--- src/accumulator_transfer_pkg.sv ---
// constants, types and codes shared by the accumulator transfer logic
package accumulator_transfer_pkg;

    // word and register widths
    localparam int INSTR_WIDTH = 10;
    localparam int ACC_WIDTH   = 4;
    localparam int D_WIDTH     = 3;
    localparam int E_WIDTH     = 8;
    localparam int CTRL_COUNT  = 4;

    // instruction codes of the transfer group
    localparam logic [9:0] CODE_MOVE_ACC_LOW3_TO_D_REG  = 10'h029;
    localparam logic [9:0] CODE_MOVE_B_AND_ACC_TO_E_REG = 10'h01A;
    localparam logic [9:0] CODE_MOVE_ACC_TO_PSC_0       = 10'h228;
    localparam logic [9:0] CODE_MOVE_ACC_TO_PSC_1       = 10'h229;
    localparam logic [9:0] CODE_MOVE_ACC_TO_PSC_2       = 10'h22A;
    localparam logic [9:0] CODE_MOVE_ACC_TO_PSC_3       = 10'h22B;

    // field positions inside register e
    localparam int E_HIGH_MSB = 7;
    localparam int E_HIGH_LSB = 4;
    localparam int E_LOW_MSB  = 3;
    localparam int E_LOW_LSB  = 0;

    // execution cost of every instruction in the group
    localparam int TRANSFER_WORDS  = 1;
    localparam int TRANSFER_CYCLES = 1;

    // values after reset
    localparam logic [2:0] D_RESET    = 3'h0;
    localparam logic [7:0] E_RESET    = 8'h00;
    localparam logic [3:0] CTRL_RESET = 4'h0;

    // decoded operation
    typedef enum logic [2:0] {
        op_none,
        op_d,
        op_e,
        op_ctrl
    } op_type;

    // decoder result carried to the execute stage
    typedef struct packed {
        logic       hit;
        op_type     op;
        logic [1:0] ctrl_sel;
        logic       carry_keep;
        logic       skip;
    } decode_type;

endpackage

--- src/accumulator_transfer_ops.sv ---
// decode and execute of the accumulator transfer instructions
`timescale 1ns/1ps
module accumulator_transfer_ops
    import accumulator_transfer_pkg::*;
(
    // clock and reset
    input  wire logic                                 clock,
    input  wire logic                                 rst,
    // instruction issue from fetch
    input  wire logic                                 instr_valid,
    input  wire logic [INSTR_WIDTH-1:0]               instr,
    // operands from the core register file
    input  wire logic [ACC_WIDTH-1:0]                 acc,
    input  wire logic [ACC_WIDTH-1:0]                 b_reg,
    // destination registers
    output logic      [D_WIDTH-1:0]                   d_reg,
    output logic      [E_WIDTH-1:0]                   e_reg,
    output logic      [CTRL_COUNT-1:0][ACC_WIDTH-1:0] port_structure_ctrl,
    // execution status towards the sequencer
    output logic                                      executed,
    output logic                                      carry_keep,
    output logic                                      skip_next
);

    // decoder result for the word on the instruction bus
    decode_type                           dec;

    // qualified issue and one write strobe per destination
    logic                                 take;
    logic                                 write_d;
    logic                                 write_e;
    logic [CTRL_COUNT-1:0]                write_ctrl;

    // operand fields as each destination receives them
    logic [D_WIDTH-1:0]                   d_source;
    logic [E_WIDTH-1:0]                   e_source;
    logic [ACC_WIDTH-1:0]                 ctrl_source;

    // next values of the destination registers
    logic [D_WIDTH-1:0]                   next_d_reg;
    logic [E_WIDTH-1:0]                   next_e_reg;
    logic [CTRL_COUNT-1:0][ACC_WIDTH-1:0] next_port_structure_ctrl;

    // next values of the status outputs
    logic                                 next_executed;
    logic                                 next_carry_keep;
    logic                                 next_skip_next;

    // index of the per-register logic
    genvar                                i;

    // decoder instance; combinational, so decode and execute share a cycle
    transfer_decoder u_decoder (
        .instr (instr),
        .dec   (dec)
    );

    // an instruction of this group is executed in its issue cycle
    assign take = instr_valid && dec.hit;

    // write strobes for d and e; one decoded op means never both
    always_comb begin
        write_d = 1'b0;
        write_e = 1'b0;
        if (take) begin
            case (dec.op)
                op_d: begin
                    write_d = 1'b1;
                end
                op_e: begin
                    write_e = 1'b1;
                end
                op_ctrl: begin
                    write_d = 1'b0; // control writes have their own strobes
                end
                default: begin
                    write_d = 1'b0; // no destination
                end
            endcase
        end
    end

    // one strobe per control register, chosen by the decoded index
    generate
        for (i = 0; i < CTRL_COUNT; i++) begin : g_ctrl_strobe
            assign write_ctrl[i] = take && dec.op == op_ctrl && dec.ctrl_sel == 2'(i);
        end
    endgenerate

    // d operand: low three accumulator bits, bit 3 dropped
    assign d_source = acc[D_WIDTH-1:0];

    // e operand: register b above the accumulator
    always_comb begin
        e_source                        = E_RESET;
        e_source[E_HIGH_MSB:E_HIGH_LSB] = b_reg;
        e_source[E_LOW_MSB:E_LOW_LSB]   = acc;
    end

    // control operand: the whole accumulator
    assign ctrl_source = acc;

    // d group: hold unless the d transfer is taken
    always_comb begin
        next_d_reg = d_reg;
        if (write_d) begin
            next_d_reg = d_source;
        end
    end

    // d group: new value visible to the next instruction
    always_ff @(posedge clock or posedge rst) begin
        if (rst) begin
            d_reg <= D_RESET;
        end else begin
            d_reg <= next_d_reg;
        end
    end

    // e group: both nibbles load together or not at all
    always_comb begin
        next_e_reg = e_reg;
        if (write_e) begin
            next_e_reg = e_source;
        end
    end

    // e group: new value visible to the next instruction
    always_ff @(posedge clock or posedge rst) begin
        if (rst) begin
            e_reg <= E_RESET;
        end else begin
            e_reg <= next_e_reg;
        end
    end

    // control group: each register holds unless its own strobe fires
    generate
        for (i = 0; i < CTRL_COUNT; i++) begin : g_ctrl
            always_comb begin
                next_port_structure_ctrl[i] = port_structure_ctrl[i];
                if (write_ctrl[i]) begin
                    next_port_structure_ctrl[i] = ctrl_source;
                end
            end
        end
    endgenerate

    // control group: all four registers share one clocked process
    always_ff @(posedge clock or posedge rst) begin
        if (rst) begin
            port_structure_ctrl <= {CTRL_COUNT{CTRL_RESET}};
        end else begin
            port_structure_ctrl <= next_port_structure_ctrl;
        end
    end

    // status group: one-cycle pulse, carry kept, never a skip
    always_comb begin
        next_executed   = 1'b0;
        next_carry_keep = 1'b0;
        next_skip_next  = 1'b0;
        if (take) begin
            next_executed   = 1'b1;
            next_carry_keep = dec.carry_keep;
            next_skip_next  = dec.skip;
        end
    end

    // status group: registered so every output leaves a flip-flop
    always_ff @(posedge clock or posedge rst) begin
        if (rst) begin
            executed   <= 1'b0;
            carry_keep <= 1'b0;
            skip_next  <= 1'b0;
        end else begin
            executed   <= next_executed;
            carry_keep <= next_carry_keep;
            skip_next  <= next_skip_next;
        end
    end

endmodule

--- src/transfer_decoder.sv ---
// combinational decoder for the accumulator transfer instructions
`timescale 1ns/1ps
module transfer_decoder
    import accumulator_transfer_pkg::*;
(
    // instruction in
    input  wire logic [INSTR_WIDTH-1:0] instr,
    // decoded result
    output decode_type                  dec
);

    // match the six codes; every one keeps carry and never skips
    always_comb begin
        dec            = '0;
        dec.op         = op_none;
        dec.carry_keep = 1'b1;
        dec.skip       = 1'b0;
        case (instr)
            CODE_MOVE_ACC_LOW3_TO_D_REG: begin
                dec.hit = 1'b1;
                dec.op  = op_d;
            end
            CODE_MOVE_B_AND_ACC_TO_E_REG: begin
                dec.hit = 1'b1;
                dec.op  = op_e;
            end
            CODE_MOVE_ACC_TO_PSC_0: begin
                dec.hit      = 1'b1;
                dec.op       = op_ctrl;
                dec.ctrl_sel = 2'h0;
            end
            CODE_MOVE_ACC_TO_PSC_1: begin
                dec.hit      = 1'b1;
                dec.op       = op_ctrl;
                dec.ctrl_sel = 2'h1;
            end
            CODE_MOVE_ACC_TO_PSC_2: begin
                dec.hit      = 1'b1;
                dec.op       = op_ctrl;
                dec.ctrl_sel = 2'h2;
            end
            CODE_MOVE_ACC_TO_PSC_3: begin
                dec.hit      = 1'b1;
                dec.op       = op_ctrl;
                dec.ctrl_sel = 2'h3;
            end
            default: begin
                dec.hit = 1'b0;
            end
        endcase
    end

endmodule
--- config.mk ---
export PLATFORM = sky130hd
export DESIGN_NAME = accumulator_transfer_ops
export DESIGN_NICKNAME = d
export VERILOG_FILES = /design/src/accumulator_transfer_pkg.sv /design/src/accumulator_transfer_ops.sv /design/src/transfer_decoder.sv
export SDC_FILE = /design/constraint.sdc
export NUM_CORES = 1
export LEC_CHECK = 0
export BUFFER_PORTS_ARGS = -buffer_cell sky130_fd_sc_hd__buf_4
export CAP_MARGIN = 20
export CORE_MARGIN = 1
export CORE_UTILIZATION = 42
export DETAILED_ROUTE_END_ITERATION = 10
export PLACE_DENSITY = 0.72
export SKIP_CTS_REPAIR_TIMING = 1
export SYNTH_ARGS = -nofsm -noshare
export SYNTH_HDL_FRONTEND = slang
export SYNTH_SLANG_ARGS = --single-unit
--- constraint.sdc ---
create_clock -name clock -period 0.97 [get_ports clock]
set_input_delay 0 -clock clock [delete_from_list [all_inputs] [get_ports clock]]
set_output_delay 0 -clock clock [all_outputs]
set_load 0.05 [all_outputs]
==> flow_metrics.env <==
export IMPL_n_antenna_cell=0
export IMPL_finalSetupViolations=0
export IMPL_whs_ps=72.62
export IMPL_tns_ps=0
export IMPL_clkPwrFrac_pct=24.3
export IMPL_clock_sinks=28
export IMPL_rows=18
export IMPL_clock_skew_ps=0
export IMPL_layout_commonest_cell="buf_4"
export IMPL_ios=51
export IMPL_rsz0062_at_grt="false"
export IMPL_syn_instance_count=77
export IMPL_synth_seq_area_share_pct=59.77
export IMPL_ir_drop_mv=0.9543
export IMPL_dp_cells=159
export IMPL_cp_data_arrival_time_ps=1160
export IMPL_path_class="input port to flip-flop"
export IMPL_fillCellCount=208
export IMPL_die_height_um=54.84
export IMPL_area_growth_pct=48.35
export IMPL_p_int_mw=1.480
export IMPL_grt_pass1_wl_mm=3.484
export IMPL_worstPathMaxFanout=5
export IMPL_worst_slack_ps=27.62
export IMPL_p_per_area_mw_per_mm2=1128
export IMPL_combPwrFrac_pct=14.8
export IMPL_final_cells=173
export IMPL_ys_ff_latch=28
export IMPL_gp_congestion=0.7408
export IMPL_drc=0
export IMPL_p_leak_nw=0.9257
export IMPL_layout_common_cells="buf_4 (54), mux2_2 (27), dfrtp_1 (25), dlygate4sd3_1 (9), nand4_1 (4)"
export IMPL_die_area_mm2=0.003007
export IMPL_seq_power_share_pct=60.8
export IMPL_drtPass1Iterations=4
export IMPL_synth_distinct_cells=18
export IMPL_track_usage_pct=17.17
export IMPL_route_vias_total=878
export IMPL_clkLatencyLatePin_ps=320
export IMPL_hpwlAfterDp_mm=1.827
export IMPL_start_kind="input port"
export IMPL_outcome="finished, final reports clean"
export IMPL_syn_area_mm2=0.001172
export IMPL_largest_reg_flops=16
export IMPL_wirelength_mm=2.600
export IMPL_syn_num_nets=98
export IMPL_avgViaCountPerCell=5.075
export IMPL_p_sw_uw=481.1
export IMPL_cap_violations=0
export IMPL_slew_viol_final=0
export IMPL_grt_ovfl_total=0
export IMPL_endpoint_kind="flip-flop"
export IMPL_grt_max_degree=29
export IMPL_post_route_min_period_ps=942.4
export IMPL_drt_iter0_drc=9
export IMPL_die_x_um=54.84
export IMPL_cts_htree_levels=1
export IMPL_holdCritPathClass="input port to flip-flop"
export IMPL_seq_area_um2=704.4
export IMPL_wl_per_cell_um=15.03
export IMPL_root_buffer="clkbuf_4"
export IMPL_cts_tree="yes"
export IMPL_clkTransAtPathRegs_ps=140
export IMPL_grt_antenna_before_repair=0
export IMPL_post_route_period_util_pct=97.15
export IMPL_start_util_pct=45.66
export IMPL_preCtsSetupSlack_ps=-363.9
export IMPL_clock_path_buffers=2
export IMPL_timing_hold_violations_final=0
export IMPL_grt_pass1_vias=734
export IMPL_finalPower_mw=1.962
export IMPL_yosys_warnings=0
export IMPL_antenna_left=0
export IMPL_port_buffers=49
export IMPL_cts_buffers=3
export IMPL_fmax_mhz=1061
export IMPL_switching_share_pct=24.53
export IMPL_drive_above_1_share_pct=64.34
export IMPL_core_mm2=0.002567
export IMPL_finalNetCount=165
export IMPL_syn_area_per_cell_um2=15.23
export IMPL_required_ps=1190
export IMPL_multi_input_area_um2=460.4
-- final cells by class --
class	count	share of cell area, %
Inverter	1	0.2158
Tap cell	30	2.158
Sequential cell	28	40.50
Clock buffer	4	1.511
Multi-Input combinational cell	46	26.47
Timing Repair Buffer	64	29.14
-- critical path, stage by stage --
cell and delay [ps]:
buf_4 120, nor4b_4 360, nand4_1 320, mux2_2 360
-- per-stage QoR --
stage               util (%)  cell area, um2
floorplan                  -            1176
global placement       62.48            1604
finish                 67.74            1739
CTS                    63.50            1630
global route           67.74            1739
detailed placement     62.48            1604
-- cells in the mapped netlist --
cell type	instances	share of area [%]
nor2b_1	2	1.1
buf_4	2	1.3
conb_1	1	0.32
a21boi_0	1	0.64
o21ai_0	1	0.43
nor2_1	1	0.32
nor4b_4	1	2.0
and2_1	1	0.53
nand3_1	1	0.43
and4bb_2	2	2.1
nand3_2	1	0.85
nand2_1	1	0.32
nor3b_1	1	0.64
mux2_2	27	26
nand4_1	4	2.1
dfrtp_1	28	60
inv_1	1	0.32
nor4bb_1	1	0.85
-- kinds of logic after synthesis --
logic type / count (synthesis) / share of synthesized area [%]
DFF: 28 / 59.77
buffers and inverters: 3 / 1.600
AOI/OAI and AO/OA: 2 / 1.067
muxes: 27 / 25.93
and+or+nand+nor: 16 / 11.31
other: 1 / 0.3199
-- path summary, 6_finish.rpt --
kind	startpoint	depth (start not counted)	end	slack (ps)
max reg2reg	port_structure_ctrl[15]	1	port_structure_ctrl[15]	190
max	instr[7]	4	port_structure_ctrl[1]	30
min	instr[9]	4	carry_keep	70
min in group asynchronous	rst	4	e_reg[7]	290
max in group asynchronous	rst	4	d_reg[0]	400
min reg2reg	e_reg[2]	1	e_reg[2]	520
-- metal layers --
| metal | GRT usage (%) | vias to the layer above | share of wire (%) |
|---|---|---|---|
| met5 | 0 | - | 0 |
| met4 | 7.692 | 0 | 1.1 |
| met3 | 3.056 | 4 | 6.2 |
| met2 | 27.31 | 32 | 51 |
| met1 | 22.64 | 432 | 41 |
| li1 | - | 410 | - |
-- power groups by stage --
| stage | clock, mW | sequential [mW] | combinational (mW) |
|---|---|---|---|
| after floorplan | 0 | 1.27 | 0.0663 |
| after global placement | 0 | 1.21 | 0.254 |
| after detailed placement | 0 | 1.21 | 0.261 |
| after CTS | 0.497 | 1.19 | 0.261 |
| after global routing | 0.535 | 1.20 | 0.311 |
| final | 0.477 | 1.19 | 0.291 |
No activity file was read; power rests on OpenSTA's default activity.
